<file path="config.mk">
export PLATFORM = sky130hd
export DESIGN_NAME = bipb_port_bank
export DESIGN_NICKNAME = d
export VERILOG_FILES = /design/src/core/bipb_sync.sv /design/src/core/bipb_port_bank.sv
export SDC_FILE = /design/constraint.sdc
export NUM_CORES = 1
export LEC_CHECK = 0
export ABC_CLOCK_PERIOD_IN_PS = 6350
export BUFFER_PORTS_ARGS = -buffer_cell sky130_fd_sc_hd__buf_2
export CAP_MARGIN = 10
export CELL_PAD_IN_SITES_DETAIL_PLACEMENT = 0
export CELL_PAD_IN_SITES_GLOBAL_PLACEMENT = 1
export CORE_ASPECT_RATIO = 0.9
export CORE_MARGIN = 4
export CORE_UTILIZATION = 43
export CTS_BUF_LIST = sky130_fd_sc_hd__clkbuf_4 sky130_fd_sc_hd__clkbuf_8
export DETAILED_ROUTE_END_ITERATION = 16
export PLACE_DENSITY = 0.86
export RECOVER_POWER = 100
export SLEW_MARGIN = 0
export SYNTH_ARGS = -nofsm -noshare
export SYNTH_HDL_FRONTEND = slang
export SYNTH_SLANG_ARGS = --single-unit
</file>
<file path="constraint.sdc">
create_clock -name clk -period 6.35 [get_ports clk]
set_input_delay 1.905 -clock clk [delete_from_list [all_inputs] [get_ports clk]]
set_output_delay 1.905 -clock clk [all_outputs]
set_load 0.02 [all_outputs]
</file>
<file path="src/core/bipb_sync.sv">
/*
 * bipb_pkg: constants for the bidirectional io port bank.
 * bipb_sync: two-flop synchroniser for pin levels.
 * assumes: one system clock; pins change freely against it.
 */

// ****************************************************************
// constants
// ****************************************************************
package bipb_pkg;
    localparam int         NBITS        = 28;
    localparam int         AXI_AW       = 12;
    localparam int         P0_LSB       = 0;
    localparam int         P1_LSB       = 8;
    localparam int         P2_LSB       = 16;
    localparam int         P3_LSB       = 20;
    localparam logic [7:0] RIDX_DIR0    = 8'h00e0;
    localparam logic [7:0] RIDX_DIR1    = 8'h00e1;
    localparam logic [7:0] RIDX_DIR2    = 8'h00e2;
    localparam logic [7:0] RIDX_DIR3    = 8'h00e3;
    localparam logic [7:0] RIDX_DAT0    = 8'h00e4;
    localparam logic [7:0] RIDX_DAT1    = 8'h00e5;
    localparam logic [7:0] RIDX_DAT2    = 8'h00e6;
    localparam logic [7:0] RIDX_DAT3    = 8'h00e7;
    localparam logic [7:0] RIDX_MODE    = 8'h00e8;
    localparam logic [27:0] DIR_RST     = 28'h000_0000;
    localparam logic [27:0] DAT_RST     = 28'hfff_ffff;
    localparam logic [4:0] MODE_RST     = 5'h00;
    localparam int         MODE_XBUS    = 0;
    localparam int         MODE_SER_LSB = 1;
    localparam int         MODE_GRP     = 4;
    localparam logic [2:0] SER_OFF      = 3'h0;
    localparam logic [2:0] SER_ASYNC    = 3'h1;
    localparam logic [2:0] SER_SLAVE    = 3'h2;
    localparam logic [2:0] SER_MASTER   = 3'h3;
    localparam logic [2:0] SER_IRDA     = 3'h4;
    localparam logic [3:0] CLAIM_ASYNC  = 4'h3;
    localparam logic [3:0] CLAIM_SLAVE  = 4'hf;
    localparam logic [3:0] CLAIM_MASTER = 4'h7;
    localparam logic [1:0] RESP_OKAY    = 2'h0;
    localparam logic [1:0] RESP_SLVERR  = 2'h2;
endpackage

`timescale 1ns/1ps
`default_nettype none

// ****************************************************************
// synchroniser
// ****************************************************************
module bipb_sync #(
    parameter int W = 28
) (
    input  wire logic         clk,
    input  wire logic [W-1:0] d,
    output var  logic [W-1:0] q
);
    logic [W-1:0] meta;

    always_ff @(posedge clk)
    begin
        meta <= d;
        q    <= meta;
    end
endmodule

`default_nettype wire

</file>
<file path="src/core/bipb_port_bank.sv">
/*
 * bipb_port_bank: 28-bit general purpose port bank with axi4-lite
 * registers, expanded data bus takeover on port 0 and serial
 * takeover on port 1.
 * assumes: one 250 MHz clock, synchronous active-low reset; a bus
 * controller and a serial core sit outside and drive the alt inputs.
 */
// Operation
// RQ1: 28 port bits in four ports
// RQ2: serial mode decides which port 1 bits
// RQ3: unclaimed port 1 bits stay general purpose
// RQ4: claimed bits keep registers as plain storage
// RQ5: fixed serial signal placement on port 1
// RQ6: port 0 carries data bus in expanded mode
// RQ7: port 0 registers inert outside single-chip mode
// RQ8: pull-up presence fixed per bit at build
// RQ9: pull-up on only in input mode
// RQ10: software waits for pull-up rise time
// RQ11: direction 0 means input, driver off
// RQ12: input mode read returns pin level
// RQ13: data write in input mode leaves pin
// RQ14: direction 1 enables the output driver
// RQ15: output mode drives data bit level
// RQ16: output mode read returns data register
// RQ17: reset clears all direction bits
// RQ18: reset sets all data bits
// RQ19: pin levels pass two-flop synchroniser

`timescale 1ns/1ps
`default_nettype none

module bipb_port_bank
    import bipb_pkg::*;
#(
    // RQ8: build-time pull-up option
    parameter logic [NBITS-1:0] PULLUP_MASK = 28'hfff_ffff
) (
    input  wire logic              clk,
    input  wire logic              nrst,
    input  wire logic [AXI_AW-1:0] s_axi_awaddr,
    input  wire logic              s_axi_awvalid,
    output var  logic              s_axi_awready,
    input  wire logic [31:0]       s_axi_wdata,
    input  wire logic [3:0]        s_axi_wstrb,
    input  wire logic              s_axi_wvalid,
    output var  logic              s_axi_wready,
    output var  logic [1:0]        s_axi_bresp,
    output var  logic              s_axi_bvalid,
    input  wire logic              s_axi_bready,
    input  wire logic [AXI_AW-1:0] s_axi_araddr,
    input  wire logic              s_axi_arvalid,
    output var  logic              s_axi_arready,
    output var  logic [31:0]       s_axi_rdata,
    output var  logic [1:0]        s_axi_rresp,
    output var  logic              s_axi_rvalid,
    input  wire logic              s_axi_rready,
    input  wire logic [NBITS-1:0]  pin_i,
    output var  logic [NBITS-1:0]  pin_o,
    output var  logic [NBITS-1:0]  pin_oe,
    output var  logic [NBITS-1:0]  pullup_en,
    input  wire logic [7:0]        dbus_o,
    input  wire logic              dbus_oe,
    output var  logic [7:0]        dbus_i,
    input  wire logic              serial_tx_out,
    input  wire logic              infrared_tx_out,
    input  wire logic              serial_ready_out,
    input  wire logic              sclk_o,
    input  wire logic              sclk_oe,
    output var  logic              serial_rx_in,
    output var  logic              infrared_rx_in,
    output var  logic              sclk_i
);

    // ************************************************************
    // helpers
    // ************************************************************
    function automatic logic idx_ok(input logic [AXI_AW-1:0] a);
        logic [7:0] ix;
        ix = a[9:2];
        return (a[AXI_AW-1:10] == 2'h0) && (a[1:0] == 2'h0)
            && (ix >= RIDX_DIR0) && (ix <= RIDX_MODE);
    endfunction

    // RQ2: claimed port 1 bits per serial mode
    function automatic logic [7:0] claim_of(input logic [4:0] m);
        logic [3:0] nib;
        logic [2:0] sm;
        sm  = m[MODE_SER_LSB +: 3];
        nib = 4'h0;
        if (sm == SER_ASYNC)
            nib = CLAIM_ASYNC;
        else if (sm == SER_SLAVE)
            nib = CLAIM_SLAVE;
        else if (sm == SER_MASTER)
            nib = CLAIM_MASTER;
        if (sm == SER_IRDA)
            return {CLAIM_ASYNC, 4'h0};
        return m[MODE_GRP] ? {nib, 4'h0} : {4'h0, nib};
    endfunction

    // ************************************************************
    // state
    // ************************************************************
    logic [NBITS-1:0]  pin_d;
    logic [NBITS-1:0]  dir;
    logic [NBITS-1:0]  data;
    logic [4:0]        mode;
    logic [NBITS-1:0]  next_dir;
    logic [NBITS-1:0]  next_data;
    logic [4:0]        next_mode;
    logic              aw_full;
    logic              w_full;
    logic [AXI_AW-1:0] aw_addr;
    logic [7:0]        w_byte;
    logic              w_lane0;
    logic              next_aw_full;
    logic              next_w_full;
    logic [AXI_AW-1:0] next_aw_addr;
    logic [7:0]        next_w_byte;
    logic              next_w_lane0;
    logic              next_awready;
    logic              next_wready;
    logic              next_bvalid;
    logic [1:0]        next_bresp;
    logic              next_arready;
    logic              next_rvalid;
    logic [31:0]       next_rdata;
    logic [1:0]        next_rresp;
    logic [NBITS-1:0]  next_pin_o;
    logic [NBITS-1:0]  next_pin_oe;
    logic [NBITS-1:0]  rd_bits;
    logic [7:0]        claim;
    logic              grp_hi;
    logic              do_wr;

    // RQ19: two flops before any logic reads a pin
    bipb_sync #(
        .W (NBITS)
    ) bipb_sync_i (
        .clk (clk),
        .d   (pin_i),
        .q   (pin_d)
    );

    // ************************************************************
    // axi write channel and register storage
    // ************************************************************
    assign do_wr = aw_full & w_full & ~s_axi_bvalid;

    always_comb
    begin
        next_dir     = dir;
        next_data    = data;
        next_mode    = mode;
        next_aw_full = aw_full | (s_axi_awvalid & s_axi_awready);
        next_w_full  = w_full | (s_axi_wvalid & s_axi_wready);
        next_aw_addr = (s_axi_awvalid & s_axi_awready) ? s_axi_awaddr
                                                       : aw_addr;
        next_w_byte  = (s_axi_wvalid & s_axi_wready) ? s_axi_wdata[7:0]
                                                     : w_byte;
        next_w_lane0 = (s_axi_wvalid & s_axi_wready) ? s_axi_wstrb[0]
                                                     : w_lane0;
        next_bvalid  = s_axi_bvalid & ~s_axi_bready;
        next_bresp   = s_axi_bresp;
        if (do_wr)
        begin
            next_aw_full = 1'b0;
            next_w_full  = 1'b0;
            next_bvalid  = 1'b1;
            next_bresp   = idx_ok(aw_addr) ? RESP_OKAY : RESP_SLVERR;
            // RQ4: claimed bits still store, pins unaffected
            // RQ13: data stored regardless of direction
            if (idx_ok(aw_addr) && w_lane0)
            begin
                // RQ1: ports of 8, 8, 4 and 8 bits
                unique case (aw_addr[9:2])
                    RIDX_DIR0: next_dir[P0_LSB +: 8]  = w_byte;
                    RIDX_DIR1: next_dir[P1_LSB +: 8]  = w_byte;
                    RIDX_DIR2: next_dir[P2_LSB +: 4]  = w_byte[3:0];
                    RIDX_DIR3: next_dir[P3_LSB +: 8]  = w_byte;
                    RIDX_DAT0: next_data[P0_LSB +: 8] = w_byte;
                    RIDX_DAT1: next_data[P1_LSB +: 8] = w_byte;
                    RIDX_DAT2: next_data[P2_LSB +: 4] = w_byte[3:0];
                    RIDX_DAT3: next_data[P3_LSB +: 8] = w_byte;
                    default:   next_mode = w_byte[4:0];
                endcase
            end
        end
        next_awready = ~next_aw_full & ~next_bvalid;
        next_wready  = ~next_w_full & ~next_bvalid;
    end

    always_ff @(posedge clk)
    begin
        if (!nrst)
        begin
            // RQ17: all bits start as inputs
            dir           <= DIR_RST;
            // RQ18: data latches start high
            data          <= DAT_RST;
            mode          <= MODE_RST;
            aw_full       <= 1'b0;
            w_full        <= 1'b0;
            aw_addr       <= '0;
            w_byte        <= 8'h00;
            w_lane0       <= 1'b0;
            s_axi_awready <= 1'b0;
            s_axi_wready  <= 1'b0;
            s_axi_bvalid  <= 1'b0;
            s_axi_bresp   <= RESP_OKAY;
        end
        else
        begin
            dir           <= next_dir;
            data          <= next_data;
            mode          <= next_mode;
            aw_full       <= next_aw_full;
            w_full        <= next_w_full;
            aw_addr       <= next_aw_addr;
            w_byte        <= next_w_byte;
            w_lane0       <= next_w_lane0;
            s_axi_awready <= next_awready;
            s_axi_wready  <= next_wready;
            s_axi_bvalid  <= next_bvalid;
            s_axi_bresp   <= next_bresp;
        end
    end

    // ************************************************************
    // axi read channel
    // ************************************************************
    // RQ12: input bits read the synchronised pin
    // RQ16: output bits read the data latch
    assign rd_bits = (dir & data) | (~dir & pin_d);

    always_comb
    begin
        next_rvalid = s_axi_rvalid & ~s_axi_rready;
        next_rdata  = s_axi_rdata;
        next_rresp  = s_axi_rresp;
        if (s_axi_arvalid & s_axi_arready)
        begin
            next_rvalid = 1'b1;
            next_rdata  = 32'h0000_0000;
            next_rresp  = idx_ok(s_axi_araddr) ? RESP_OKAY : RESP_SLVERR;
            if (idx_ok(s_axi_araddr))
            begin
                unique case (s_axi_araddr[9:2])
                    RIDX_DIR0: next_rdata[7:0] = dir[P0_LSB +: 8];
                    RIDX_DIR1: next_rdata[7:0] = dir[P1_LSB +: 8];
                    RIDX_DIR2: next_rdata[3:0] = dir[P2_LSB +: 4];
                    RIDX_DIR3: next_rdata[7:0] = dir[P3_LSB +: 8];
                    RIDX_DAT0: next_rdata[7:0] = rd_bits[P0_LSB +: 8];
                    RIDX_DAT1: next_rdata[7:0] = rd_bits[P1_LSB +: 8];
                    RIDX_DAT2: next_rdata[3:0] = rd_bits[P2_LSB +: 4];
                    RIDX_DAT3: next_rdata[7:0] = rd_bits[P3_LSB +: 8];
                    default:   next_rdata[4:0] = mode;
                endcase
            end
        end
        next_arready = ~next_rvalid;
    end

    always_ff @(posedge clk)
    begin
        if (!nrst)
        begin
            s_axi_arready <= 1'b0;
            s_axi_rvalid  <= 1'b0;
            s_axi_rdata   <= 32'h0000_0000;
            s_axi_rresp   <= RESP_OKAY;
        end
        else
        begin
            s_axi_arready <= next_arready;
            s_axi_rvalid  <= next_rvalid;
            s_axi_rdata   <= next_rdata;
            s_axi_rresp   <= next_rresp;
        end
    end

    // ************************************************************
    // pin drive and alternate functions
    // ************************************************************
    assign claim  = claim_of(mode);
    assign grp_hi = mode[MODE_GRP]
                  | (mode[MODE_SER_LSB +: 3] == SER_IRDA);

    always_comb
    begin
        // RQ11: direction 0 turns driver off
        // RQ14: direction 1 turns driver on
        // RQ15: driven level follows data latch
        next_pin_o  = data;
        next_pin_oe = dir;
        // RQ6: port 0 becomes the data bus
        // RQ7: port 0 registers no longer reach pins
        if (mode[MODE_XBUS])
        begin
            next_pin_o[P0_LSB +: 8]  = dbus_o;
            next_pin_oe[P0_LSB +: 8] = {8{dbus_oe}};
        end
        // RQ3: unclaimed port 1 bits keep gpio drive
        // RQ5: fixed role per bit position
        for (int k = 0; k < 8; k++)
        begin
            if (claim[k])
            begin
                unique case (k % 4)
                    0:
                    begin
                        next_pin_o[P1_LSB + k]  = 1'b0;
                        next_pin_oe[P1_LSB + k] = 1'b0;
                    end
                    1:
                    begin
                        next_pin_o[P1_LSB + k]  =
                            (mode[MODE_SER_LSB +: 3] == SER_IRDA)
                            ? infrared_tx_out : serial_tx_out;
                        next_pin_oe[P1_LSB + k] = 1'b1;
                    end
                    2:
                    begin
                        next_pin_o[P1_LSB + k]  = sclk_o;
                        next_pin_oe[P1_LSB + k] = sclk_oe;
                    end
                    default:
                    begin
                        next_pin_o[P1_LSB + k]  = serial_ready_out;
                        next_pin_oe[P1_LSB + k] = 1'b1;
                    end
                endcase
            end
        end
    end

    always_ff @(posedge clk)
    begin
        if (!nrst)
        begin
            pin_o          <= DAT_RST;
            pin_oe         <= DIR_RST;
            pullup_en      <= PULLUP_MASK;
            dbus_i         <= 8'h00;
            serial_rx_in   <= 1'b1;
            infrared_rx_in <= 1'b1;
            sclk_i         <= 1'b1;
        end
        else
        begin
            pin_o          <= next_pin_o;
            pin_oe         <= next_pin_oe;
            // RQ9: pull-up only while not driven
            pullup_en      <= PULLUP_MASK & ~next_pin_oe;
            dbus_i         <= pin_d[P0_LSB +: 8];
            serial_rx_in   <= grp_hi ? pin_d[P1_LSB + 4] : pin_d[P1_LSB];
            infrared_rx_in <= pin_d[P1_LSB + 4];
            sclk_i         <= grp_hi ? pin_d[P1_LSB + 6] : pin_d[P1_LSB + 2];
        end
    end
endmodule

`default_nettype wire

</file>
### After elaboration in Yosys (flattened, before gate mapping)

Index checks and enable logic that the tools add are counted.
W data, S select, Z words.

| storage, ports and cells | value |
|---|---|
| word-level logic and storage cells | 140 |
| output and inout bits | 136 |
| register bits after elaboration | 252 |
| input bits | 109 |

| cells by class | value |
|---|---|
| bitwise logic cells | 25 |
| muxes and demuxes | 38 |
| eq/ne operators | 20 |
| reductions and logical operators | 22 |
| magnitude comparators | 4 |

Operators with widths:

| kind | number |
|---|---|
| $eq A8 B8 Y1 const B | 16 |
| $and A28 B28 Y28 | 2 |
| $not A28 Y28 | 2 |
| $mux W8 | 6 |
| $pmux W4 S8 | 1 |
| $or A28 B28 Y28 | 1 |
| $reduce_and A3 Y1 | 9 |
| $mux W1 | 24 |
| $pmux W3 S6 | 1 |
| $ge A8 B8 Y1 const B | 2 |
| $le A8 B8 Y1 const B | 2 |
| $and A1 B1 Y1 | 9 |
| $logic_not A2 Y1 | 4 |
| $mux W4 | 2 |
| $not A1 Y1 | 8 |
| $reduce_or A8 Y1 | 1 |
| $logic_and A1 B1 Y1 | 7 |
| $pmux W1 S7 | 1 |
| $eq A3 B2 Y1 const B | 2 |
| $mux W2 | 2 |
| $eq A3 B1 Y1 const B | 1 |
| $eq A3 B3 Y1 const B | 1 |
| $mux W3 | 1 |
| $or A1 B1 Y1 | 3 |
| $reduce_or A2 Y1 | 1 |

### Logic depth before layout (Yosys ltp)

Gate-level depths: netlist of run 1.

| depth | value |
|---|---|
| depth in word-level cells | 8 |
| depth in mapped cells | 7 |
| mapped depth without buffers | 5 |

### By module

Synthesis of run 1 repeated with hierarchy kept, for this count alone.

| second synthesis, totals | value |
|---|---|
| cell total of the unflattened synthesis | 829 |
| area, all modules | 8,473.1 um2 |

Modules (own cells, without submodules):

| module | area an instance (um2) | cells an instance | times used |
|---|---|---|---|
| bipb_port_bank | 7,352.1 | 773 | 1 |
| bipb_sync | 1,121.1 | 56 | 1 |

### Worst setup path before layout of run 1

No wires, ideal clock.

| path | value |
|---|---|
| path type | input -> register |
| start | in s_axi_araddr[11] |
| end | reg s_axi_rdata[2] |
| arrival | 3.346 ns |
| setup slack | 2.944 ns |
| data required time | 6.290 ns |
| stages | 5 |
| setup time | 0.060 ns |
| path through | or4_1 > nor4_1 > o21ai_0 > nand2_1 > and3_1 |

| on the way | value |
|---|---|
| word-level cells in the longest chain between the ends | 5 |

RTL lines:

| what | RTL line | RTL |
|---|---|---|
| start: declaration | bipb_port_bank.sv:50 | `input wire logic [AXI_AW-1:0] s_axi_araddr,` |
| $logic_not A2 Y1 | bipb_port_bank.sv:80 | `return (a[AXI_AW-1:10] == 2'h0) && (a[1:0] == 2'h0)` |
| $logic_and A1 B1 Y1 | bipb_port_bank.sv:80 |  |
| $logic_and A1 B1 Y1 (2 in a row) | bipb_port_bank.sv:81 | `&& (ix >= RIDX_DIR0) && (ix <= RIDX_MODE);` |
| $mux W8 | bipb_port_bank.sv:246 | `if (idx_ok(s_axi_araddr))` |
| end signal: assignment | bipb_port_bank.sv:277 | `s_axi_rdata <= next_rdata;` |
| end: declaration | bipb_port_bank.sv:53 | `output var logic [31:0] s_axi_rdata,` |

No other way between the ends.
A chain may end at the register's enable or synchronous reset.

### Final worst setup path of run 1

| path | value |
|---|---|
| start | in s_axi_araddr[4] |
| end | reg s_axi_rdata[4] |

| on the way | value |
|---|---|
| word-level cells in the longest chain between the ends | 4 |

RTL lines:

| what | RTL line |
|---|---|
| $ge A8 B8 Y1 or $eq A8 B8 Y1 (tied branches) | bipb_port_bank.sv:81, bipb_port_bank.sv:248 |
| $logic_and A1 B1 Y1 or $reduce_or A2 Y1 (tied branches) | - |
| $logic_and A1 B1 Y1 or $pmux W1 S7 (tied branches) | bipb_port_bank.sv:81, bipb_port_bank.sv:248 |
| $mux W8 (*) | bipb_port_bank.sv:246 |

Mark *: on every way between the ends. The rest lies on a longest branch, timed or not.

==> results of run 1 <==
## logic make-up after synthesis
| kind of cell | Yosys count | share of synthesized area (%) |
|---|---|---|
| buf+inv | 112 | 6.24 |
| flops | 250 | 59.1 |
| compound gates | 125 | 10.2 |
| simple gates | 283 | 16.1 |
| other cells | 1 | 0.0443 |
| mux | 70 | 8.31 |
## cells in the mapped netlist, types with 11 or more instances
cell type,number,share of area [%]
a21oi_1,15,0.89
a31oi_1,11,0.81
and2_1,12,0.89
inv_1,44,2.0
o21ai_0,23,1.4
nand2_1,140,6.2
nor2b_1,21,1.6
o21a_1,12,1.1
nand3_1,28,1.7
mux2i_1,68,8.0
buf_4,26,2.3
nor2_1,20,0.89
a21boi_0,23,2.0
clkbuf_1,35,1.6
dfxtp_1,250,59
nand2b_1,17,1.3
## stage by stage
step	instances	hold slack, ps	worst slack (ps)	total power [mW]
after global routing	1308	315	2530	3.40
after detailed placement	1242	312	2780	1.79
after floorplan	866	310	2940	1.74
after global placement	1242	312	2810	1.79
final	1308	307	2580	3.28
after CTS	1308	300	3310	3.32
## layer usage
metal	track usage, %	vias up
met5	0	-
met4	6.03	0
met2	29.0	238
met3	5.19	40
met1	25.8	2929
li1	-	3154
## worst max-delay path, stage by stage
cell and delay [ps]:
clkbuf_1 1110, nand2_1 300, or3_1 450, nand4_1 130, a311oi_1 50, o31ai_1 260
## registers in the layout, summed over array words and instances (netlist names), 5 cells and up
name and cells:
aw_addr 12, bipb_sync_i.meta 28, bipb_sync_i.q 28, data 28, dbus_i 8, dir 28
mode 5, pin_o 28, pin_oe 28, pullup_en 28, s_axi_rdata 8, w_byte 8
## final cells by class
class                      count  area (sq um)  share of cell area, %
sequential                   250          5000                   49.0
multi-input combinational    504          3000                   29.3
timing repair buffer         194           852                   8.34
clock buffer                  54           699                   6.84
tap                          250           313                   3.06
clock inverter                12           191                   1.87
inverter                      44           165                   1.62
## power by group
part | leakage [nW] | internal [mW] | switching, mW
clock network | 0.465 | 0.917 | 0.603
registers | 2.05 | 1.60 | 0.0218
logic | 1.92 | 0.0447 | 0.0874
## worst max path at each step
stage | from | endpoint | slack [ps] | cells after the start
2_1_floorplan | s_axi_araddr[11] | s_axi_rdata[2]$_SDFFE_PN0P_ | 2940 | 5
3_3_place_gp | s_axi_araddr[4] | s_axi_rdata[4]$_SDFFE_PN0P_ | 2810 | 6
6_report | s_axi_araddr[4] | s_axi_rdata[4]$_SDFFE_PN0P_ | 2580 | 6
4_1_cts | s_axi_rdata[2]$_SDFFE_PN0P_ | s_axi_rdata[2] | 3310 | 1
3_5_place_dp | s_axi_araddr[4] | s_axi_rdata[4]$_SDFFE_PN0P_ | 2780 | 6
5_1_grt | s_axi_araddr[4] | s_axi_rdata[4]$_SDFFE_PN0P_ | 2530 | 6
==> flow_summary_export.csv, run 1 <==
group,metric,value,unit
outcome,status,"finished, violations left",
outcome,violations,"capacitance limit, slew limit",
synthesis,synth-seq-cells,250,
pwr,power.density,321,nW/um^2
layout,most-common-layout-cells,"dfxtp_1, nand2_1, clkbuf_1",
detailed_routing,final_antenna_net_count,0,
setup_path,critPathLaunchType,"input port",
detailed_routing,met3WireLength,1800,um
setup_path,cp_max_fo,32,
timing,rsz0062_at_grt,"false",
setup_path,required,6800,ps
timing,min_period_over_period,59.3,%
clock_network,cts_tree,"yes",
clock_network,cts.sinks,250,
detailed_routing,route.met2.wl,9380,um
grt,grt_use_total,18.9,%
timing,finalSetupViolations,0,
floorplanning,start_util,43.9,%
clock_network,numCtsBuffers,40,
floorplanning,rows,48,
detailed_routing,drtPass1Iterations,5,
setup_path,reg2reg_to,"dir[4]$_SDFFE_PN0P_",
detailed_routing,dr.first_iter.drc_count,421,
synthesis,seq_area_frac_synth,59.1,%
synthesis,ys_warn_count,0,
synthesis,async_flop_share,0,%
synthesis,synth_ff_type,"dfxtp_1",
timing,fin_crit,3770,ps
detailed_routing,drt-total-wl,21400,um
layout,final_common_cell,"dfxtp_1",
layout,drive_gt1_share,14.7,%
setup_path,r2r-start,"aw_addr[11]$_SDFFE_PN0P_",
placement,hpwl,15200,um
clock_network,ctsResizeCount,0,
setup_path,r2r_setup_slack,3870,ps
timing,worstMarginPinSlew,1570,ps
timing,tns,0,ps
detailed_routing,wl_per_cell,16.4,um
placement,portBuffers,191,
job,drv_cap,1,
grt,grt-ovfl-total,0,
min_path,holdPathEnd,"bipb_sync_i.q[3]$_DFF_P_",
timing,skew,31.4,ps
layout,antenna_cells,0,
floorplanning,die_area,22000,sq um
clock_network,cts_hold_buf,0,
detailed_routing,top_layer_used,"met4",
clock_network,post_cts_buffers,0,
clock_network,cts-htree-levels,2,
grt,grt_pass1_wl,32800,um
clock_network,path_clk_slew,60,ps
floorplanning,coreArea,19300,sq um
setup_path,crit_type,"in -> reg",
detailed_routing,met1_length,9710,um
synthesis,ys_types,50,
min_path,hold_path_class,"reg -> reg",
synthesis,syn_area,8460,sq um
min_path,hold_path_depth,0,
detailed_routing,vias_per_cell,4.86,
timing,finalHoldViolCount,0,
setup_path,endpoint_kind,"flop",
floorplanning,die_w,156,um
grt,antenna_found_initial,0,
floorplanning,die_y,141,um
synthesis,synth-edff-count,0,
layout,syn2layout_area_growth,20.8,%
pwr,peakVddDrop,0.000211,V
clock_network,clk_path_buf_depth,3,
placement,place_area,9500,sq um
clock_network,clk_latency,530,ps
timing,drv_slew,33,
placement,place.gp.congestion,0.859,
min_path,worstHoldStart,"bipb_sync_i.meta[3]$_DFF_P_",
timing,slew-limit-headroom,-4.42,%
synthesis,syn_inst,841,
setup_path,reg2reg_depth,5,
layout,fin_area,10200,sq um
timing,fmax,265,MHz
layout,nNetsFinal,1143,
grt,grt_max_degree,91,
setup_path,arrival,4220,ps
detailed_routing,num_vias,6361,
detailed_routing,drc,0,
clock_network,cts-root-buf,"clkbuf_8",
layout,fill_cells,1789,
floorplanning,ios,245,
layout,fin_util,53.0,%
synthesis,avgSynthCellArea,10.1,sq um
grt,grt_pass1_vias,6197,
pwr,p_leak,4.43,nW
(Power assumes the default switching activity.)
==> run 2: changes to the inputs <==
--- a/config.mk
+++ b/config.mk
@@ -5,17 +5,17 @@
 export SDC_FILE = /design/constraint.sdc
 export NUM_CORES = 1
 export LEC_CHECK = 0
-export ABC_CLOCK_PERIOD_IN_PS = 6350
+export ABC_CLOCK_PERIOD_IN_PS = 3800
 export BUFFER_PORTS_ARGS = -buffer_cell sky130_fd_sc_hd__buf_2
 export CAP_MARGIN = 10
 export CELL_PAD_IN_SITES_DETAIL_PLACEMENT = 0
 export CELL_PAD_IN_SITES_GLOBAL_PLACEMENT = 1
 export CORE_ASPECT_RATIO = 0.9
 export CORE_MARGIN = 4
-export CORE_UTILIZATION = 43
+export CORE_UTILIZATION = 40
 export CTS_BUF_LIST = sky130_fd_sc_hd__clkbuf_4 sky130_fd_sc_hd__clkbuf_8
 export DETAILED_ROUTE_END_ITERATION = 16
-export PLACE_DENSITY = 0.86
+export PLACE_DENSITY = 0.81
 export RECOVER_POWER = 100
 export SLEW_MARGIN = 0
 export SYNTH_ARGS = -nofsm -noshare
==> constraint.sdc (replaced) <==
create_clock -name clk -period 3.8 [get_ports clk]
set_input_delay 1.14 -clock clk [delete_from_list [all_inputs] [get_ports clk]]
set_output_delay 1.14 -clock clk [all_outputs]
set_load 0.02 [all_outputs]
==> run 2 against run 1 <==
  * The run still ends with capacitance limit, slew limit left
  * Clock power increased by 62%
  * Critical endpoint unchanged
  * Highest routed layer is now met5
  * Sequential power grew 67%
  * Setup slack worse by 1800 ps
  * Non-clock buffer count grew 5
  * Combinational power increased by 69%
  * Critical path depth unchanged
  * Global-route usage decreased by 0.70 points
  * Clock-buffer cell count is 9 higher
==> flow_summary_export.csv, run 2 (synthesis gave the netlist of run 1 again) <==
group,metric,value,unit
timing,rsz0062_at_grt,"false",
clock_network,ctsResizeCount,0,
detailed_routing,vias_per_cell,4.71,
timing,min_period_over_period,79.3,%
timing,finalHoldViolCount,0,
setup_path,worstPathCellList,"clkbuf_1 -> o31a_1 -> nor4_1 -> clkbuf_1 -> nand2_1 -> o31ai_1",
timing,finalSetupViolations,0,
detailed_routing,num_vias,6352,
setup_path,crit_type,"in -> reg",
timing,worstMarginPinSlew,1890,ps
setup_path,slowest_stage,"nor4_1",
placement,portBuffers,191,
floorplanning,die_y,146,um
setup_path,worst-path-buf-inv,2,
grt,grt_pass1_vias,6188,
layout,fill_cells,2012,
setup_path,arrival,3450,ps
pwr,p_leak,4.42,nW
setup_path,cpPeakStageDelay,600,ps
layout,drive_gt1_share,14.6,%
layout,multiInputGateArea,2990,sq um
detailed_routing,met3WireLength,1870,um
pwr,internal-power,4.21,mW
setup_path,endpoint_kind,"flop",
setup_path,r2r-start,"aw_addr[11]$_SDFFE_PN0P_",
detailed_routing,drtPass1Iterations,5,
floorplanning,start_util,40.6,%
floorplanning,coreArea,20800,sq um
outcome,violations,"capacitance limit, slew limit",
placement,place_area,9580,sq um
layout,syn2layout_area_growth,21.1,%
pwr,share_seq_of_total_power,50.3,%
outcome,status,"finished, violations left",
timing,fmax,332,MHz
detailed_routing,met1_length,10000,um
detailed_routing,route.met2.wl,9480,um
timing,skew,17.1,ps
setup_path,reg2reg_depth,5,
pwr,power_frac_comb,4.1,%
grt,grt_max_degree,52,
detailed_routing,drt-total-wl,21800,um
setup_path,path_common_cell,"clkbuf_1",
grt,grt_use_total,18.2,%
layout,antenna_cells,0,
pwr,pwr-share-clk,45.6,%
layout,fin_util,49.2,%
detailed_routing,dr.first_iter.drc_count,467,
grt,antenna_found_initial,1,
min_path,hold_path_class,"reg -> reg",
clock_network,path_clk_slew,70,ps
detailed_routing,drc,0,
pwr,netSwitchingPower,1.19,mW
detailed_routing,wl_per_cell,16.2,um
clock_network,cts_tree,"yes",
timing,drv_slew,42,
setup_path,required,4240,ps
floorplanning,ios,245,
detailed_routing,final_antenna_net_count,0,
grt,grt-ovfl-total,0,
floorplanning,die_w,161,um
setup_path,critPathLaunchType,"input port",
clock_network,cts_hold_buf,0,
setup_path,cp_max_fo,32,
timing,fin_crit,3010,ps
setup_path,r2r_setup_slack,870,ps
layout,nNetsFinal,1148,
layout,regArea,5000,sq um
job,drv_cap,2,
layout,final_common_cell,"dfxtp_1",
pwr,switching_share,22.0,%
floorplanning,die_area,23600,sq um
layout,most-common-layout-cells,"dfxtp_1, nand2_1, clkbuf_1",
layout,fin_area,10300,sq um
clock_network,clk_path_buf_depth,3,
min_path,worstHoldStart,"bipb_sync_i.meta[22]$_DFF_P_",
detailed_routing,top_layer_used,"met5",
setup_path,critPathTopFamily,"buffers and inverters",
placement,hpwl,15600,um
clock_network,cts.sinks,250,
pwr,power.density,527,nW/um^2
pwr,peakVddDrop,0.000300,V
min_path,hold_path_depth,0,
clock_network,cts-root-buf,"clkbuf_8",
floorplanning,rows,50,
clock_network,post_cts_buffers,0,
timing,tns,0,ps
timing,slew-limit-headroom,-26.8,%
clock_network,numCtsBuffers,40,
min_path,holdPathEnd,"bipb_sync_i.q[22]$_DFF_P_",
clock_network,cts-htree-levels,2,
clock_network,clk_latency,530,ps
setup_path,reg2reg_to,"dir[15]$_SDFFE_PN0P_",
grt,grt_pass1_wl,33800,um
placement,place.gp.congestion,0.898,
==> run 2: cell types whose count changed in the layout (fill, tap and decap cells not counted), moves of 2 or more <==
cell and change:
and2_0 +4, and2_1 -4, buf_2 +2, bufinv_16 -3, clkbuf_1 +4, clkbuf_4 +4
clkbuf_8 +5, clkinv_2 -3
==> run 2: worst max-delay path by stage <==
stage / from / endpoint / slack (ps) / cells past startpoint
6_report: s_axi_araddr[4] / s_axi_rdata[4]$_SDFFE_PN0P_ / 790 / 6
5_1_grt: s_axi_araddr[4] / s_axi_rdata[2]$_SDFFE_PN0P_ / 620 / 7
4_1_cts: aw_addr[11]$_SDFFE_PN0P_ / dir[7]$_SDFFE_PN0P_ / 1330 / 5
3_5_place_dp: s_axi_araddr[4] / s_axi_rdata[4]$_SDFFE_PN0P_ / 770 / 6
3_3_place_gp: s_axi_araddr[4] / s_axi_rdata[2]$_SDFFE_PN0P_ / 840 / 7
2_1_floorplan: s_axi_araddr[11] / s_axi_rdata[2]$_SDFFE_PN0P_ / 1160 / 5
==> run 2: power by group through the flow <==
stage               Sequential, mW  Clock [mW]  Combinational, mW
finish                        2.71        2.46              0.223
global route                  2.72        2.66              0.249
CTS                           2.72        2.53              0.229
floorplan                     2.76           0              0.151
detailed placement            2.77           0              0.229
global placement              2.77           0              0.228
==> run 2: worst reg2reg max path, stage by stage (launching register included) <==
cell,delay (ps)
dfxtp_1,310
or4_1,590
nor2_1,170
nand2_1,70
nor3_1,1410
mux2i_1,200
==> run 2: cell type report <==
class	instances	area share [%]
well taps	286	3.49
multi-input cells	504	29.1
repair buffers	199	8.48
inverters	44	1.61
flip-flops and latches	250	48.8
clock buffers	63	7.79
clock inverters	4	0.684
==> run 2: metrics by stage <==
step	hold slack (ps)	setup slack, ps	power [mW]	instances
after floorplan	310	1160	2.92	866
after global placement	312	839	3.00	1283
after detailed placement	312	770	3.00	1283
after CTS	317	1330	5.47	1350
after global routing	319	623	5.62	1350
final	319	785	5.40	1350
==> run 2: layer usage <==
| metal | vias up | GRT usage [%] |
|---|---|---|
| met5 | - | 0 |
| met4 | 2 | 5.54 |
| met3 | 53 | 5.35 |
| met2 | 245 | 28.3 |
| met1 | 2874 | 24.5 |
| li1 | 3178 | - |
==> run 3: changes to the inputs <==
--- a/config.mk
+++ b/config.mk
@@ -5,17 +5,18 @@
 export SDC_FILE = /design/constraint.sdc
 export NUM_CORES = 1
 export LEC_CHECK = 0
-export ABC_CLOCK_PERIOD_IN_PS = 3800
+export ABC_AREA = 1
+export ABC_CLOCK_PERIOD_IN_PS = 2750
 export BUFFER_PORTS_ARGS = -buffer_cell sky130_fd_sc_hd__buf_2
 export CAP_MARGIN = 10
 export CELL_PAD_IN_SITES_DETAIL_PLACEMENT = 0
 export CELL_PAD_IN_SITES_GLOBAL_PLACEMENT = 1
 export CORE_ASPECT_RATIO = 0.9
 export CORE_MARGIN = 4
-export CORE_UTILIZATION = 40
+export CORE_UTILIZATION = 35
 export CTS_BUF_LIST = sky130_fd_sc_hd__clkbuf_4 sky130_fd_sc_hd__clkbuf_8
 export DETAILED_ROUTE_END_ITERATION = 16
-export PLACE_DENSITY = 0.81
+export PLACE_DENSITY = 0.78
 export RECOVER_POWER = 100
 export SLEW_MARGIN = 0
 export SYNTH_ARGS = -nofsm -noshare
==> constraint.sdc (replaced) <==
create_clock -name clk -period 2.75 [get_ports clk]
set_input_delay 0.825 -clock clk [delete_from_list [all_inputs] [get_ports clk]]
set_output_delay 0.825 -clock clk [all_outputs]
set_load 0.02 [all_outputs]
==> run 3 against run 2 <==
  * The flow now finishes without violations
  * Area after synthesis up 3.0%
  * Final cell count is 22% higher
  * Die area up 17%
  * Register-to-register slack worse by 300 ps
  * Power rose by 35%
  * Via count increased by 15%
  * Synthesized cell count increased by 27%
  * Clock-buffer cell count rose by 1
==> flow_summary_export.csv, run 3 <==
group,metric,value,unit
setup_path,critPathLaunchType,"flop",
timing,finalHoldViolCount,0,
synthesis,ys_types,33,
min_path,hold_path_depth,0,
setup_path,cpPeakStageDelay,690,ps
setup_path,r2r-start,"w_full$_SDFF_PN0_",
layout,most-common-layout-cells,"dfxtp_1, nand2_1, nor2_1",
clock_network,cts_hold_buf,0,
timing,min_period_over_period,79.4,%
clock_network,numCtsBuffers,41,
synthesis,async_flop_share,0,%
detailed_routing,drt-total-wl,24600,um
layout,regArea,5000,sq um
synthesis,synth_top_cells_by_count,"dfxtp_1, nand2_1, nor2_1, inv_1, nand3_1",
synthesis,syn_area,8720,sq um
detailed_routing,vias_per_cell,4.45,
setup_path,slowest_stage,"nor3_1",
layout,multiInputGateArea,2930,sq um
detailed_routing,dr.first_iter.drc_count,467,
clock_network,clk_latency,520,ps
grt,grt_use_total,17.4,%
floorplanning,start_util,35.8,%
synthesis,synth_top_area_share,57.4,%
synthesis,syn_inst,1072,
min_path,holdPathEnd,"bipb_sync_i.q[16]$_DFF_P_",
timing,fin_crit,2180,ps
job,drv_cap,0,
synthesis,synth_top_cell_by_area,"dfxtp_1",
pwr,netSwitchingPower,1.67,mW
pwr,switching_share,22.8,%
setup_path,reg2reg_depth,7,
floorplanning,die_y,158,um
placement,place.gp.congestion,0.905,
detailed_routing,drtPass1Iterations,5,
synthesis,synth-seq-cells,250,
detailed_routing,drc,0,
synthesis,avgSynthCellArea,8.14,sq um
clock_network,post_cts_buffers,0,
detailed_routing,num_vias,7332,
setup_path,reg2reg_to,"data[11]$_SDFFE_PN1P_",
floorplanning,ios,245,
pwr,power.density,691,nW/um^2
floorplanning,coreArea,24400,sq um
synthesis,synth_most_common_cell,"dfxtp_1",
layout,drive_gt1_share,14.6,%
timing,slew-limit-headroom,38.5,%
grt,grt_pass1_vias,7048,
synthesis,synthTopCellsByArea,"dfxtp_1, nand2_1, nand3_1",
min_path,worstHoldStart,"bipb_sync_i.meta[16]$_DFF_P_",
timing,worstMarginPinSlew,922,ps
timing,rsz0062_at_grt,"false",
outcome,status,"finished, final reports clean",
setup_path,critPathTopFamily,"simple AND/OR/NAND/NOR gates",
clock_network,cts-root-buf,"clkbuf_8",
setup_path,r2r_setup_slack,570,ps
setup_path,cp_max_fo,13,
timing,finalSetupViolations,0,
layout,syn2layout_area_growth,21.1,%
layout,fin_util,43.3,%
floorplanning,die_area,27500,sq um
pwr,share_seq_of_total_power,51.8,%
placement,hpwl,18000,um
clock_network,path_clk_slew,60,ps
clock_network,cts_tree,"yes",
detailed_routing,final_antenna_net_count,0,
synthesis,synth_ff_type,"dfxtp_1",
floorplanning,die_w,174,um
clock_network,ctsResizeCount,0,
placement,portBuffers,191,
setup_path,crit_type,"reg -> reg",
pwr,power_frac_comb,4.4,%
clock_network,cts.sinks,250,
grt,grt-ovfl-total,0,
grt,grtUsageMet3,4.44,%
grt,grt.met1_usage,24.6,%
setup_path,endpoint_kind,"flop",
timing,skew,16.7,ps
synthesis,synth-edff-count,0,
grt,grt_pass1_wl,37900,um
layout,final_common_cell,"dfxtp_1",
min_path,hold_path_class,"reg -> reg",
grt,grt_max_degree,61,
layout,nNetsFinal,1392,
clock_network,cts-htree-levels,2,
grt,use_met2,25.8,%
pwr,internal-power,5.63,mW
timing,drv_slew,0,
setup_path,worst-path-buf-inv,2,
setup_path,arrival,2560,ps
pwr,p_leak,4.83,nW
grt,antenna_found_initial,2,
synthesis,ys_warn_count,0,
timing,fmax,458,MHz
clock_network,clk_path_buf_depth,3,
grt,busiest_layer,"met2",
pwr,pwr-share-clk,43.8,%
synthesis,seq_area_frac_synth,57.4,%
layout,fill_cells,2547,
timing,tns,0,ps
detailed_routing,wl_per_cell,15.0,um
setup_path,required,3130,ps
floorplanning,rows,54,
pwr,peakVddDrop,0.000442,V
setup_path,worstPathCellList,"inv_2 -> nor3_1 -> inv_2 -> nor2_8 -> nand2_1 -> nand2_1 -> o211ai_1",
==> run 3: cell count changes after synthesis, moves of 26 or more <==
cell,delta
a21oi_1,+26
o21ai_0,+56
nand3_1,+86
mux2i_1,-68
nor2_1,+126
inv_1,+71
nand2_1,+70
==> run 3: logic make-up (layout without fill, tap and decap cells) <==
family	Yosys count	in the layout	share of synthesized area (%)
buffers and inverters	185	397	9.63
AO/OA/AOI/OAI	131	131	8.06
flip-flops	250	250	57.4
AND/OR/NAND/NOR	505	505	24.9
other	1	27	0.0430
==> run 3: worst max path at each step <==
stage | startpoint | to | slack (ps) | cells past startpoint
after floorplan | s_axi_araddr[9] | s_axi_rdata[2]$_SDFFE_PN0P_ | 950 | 9
after global placement | s_axi_araddr[5] | s_axi_rdata[0]$_SDFFE_PN0P_ | 530 | 10
after detailed placement | s_axi_araddr[5] | s_axi_rdata[3]$_SDFFE_PN0P_ | 500 | 10
after CTS | s_axi_bvalid$_SDFF_PN0_ | s_axi_bvalid | 790 | 1
after global routing | w_full$_SDFF_PN0_ | mode[1]$_SDFFE_PN0P_ | 400 | 7
final | w_full$_SDFF_PN0_ | data[11]$_SDFFE_PN1P_ | 570 | 7
==> run 3: routing by layer <==
layer  wire length [um]  share of wire [%]
met5                  7              0.028
met4                625                2.5
met3               1920                7.8
met2              10400                 42
met1              11700                 48
==> run 3: power groups by stage <==
stage	registers, mW	clock network (mW)	logic [mW]
after floorplan	3.84	0	0.219
after global placement	3.85	0	0.332
after detailed placement	3.86	0	0.332
after CTS	3.78	3.30	0.333
after global routing	3.79	3.48	0.363
final	3.78	3.20	0.324
==> run 3: metrics by stage <==
step	hold slack, ps	power, mW	instance area [sq um]	setup WS, ps	instances
global placement	312	4.19	9930	525	1576
CTS	325	7.41	10800	786	1645
detailed placement	312	4.19	9930	496	1576
global route	327	7.62	10600	404	1646
finish	324	7.30	10600	567	1646
floorplan	310	4.06	8820	948	1097
==> run 3: cell type report <==
type / count / area share, %
multi-input combinational: 662 / 27.8
antenna: 1 / 0.0237
tap: 336 / 3.98
sequential: 250 / 47.4
inverter: 127 / 4.51
timing repair buffer: 201 / 8.62
clock buffer: 64 / 7.51
clock inverter: 5 / 0.237
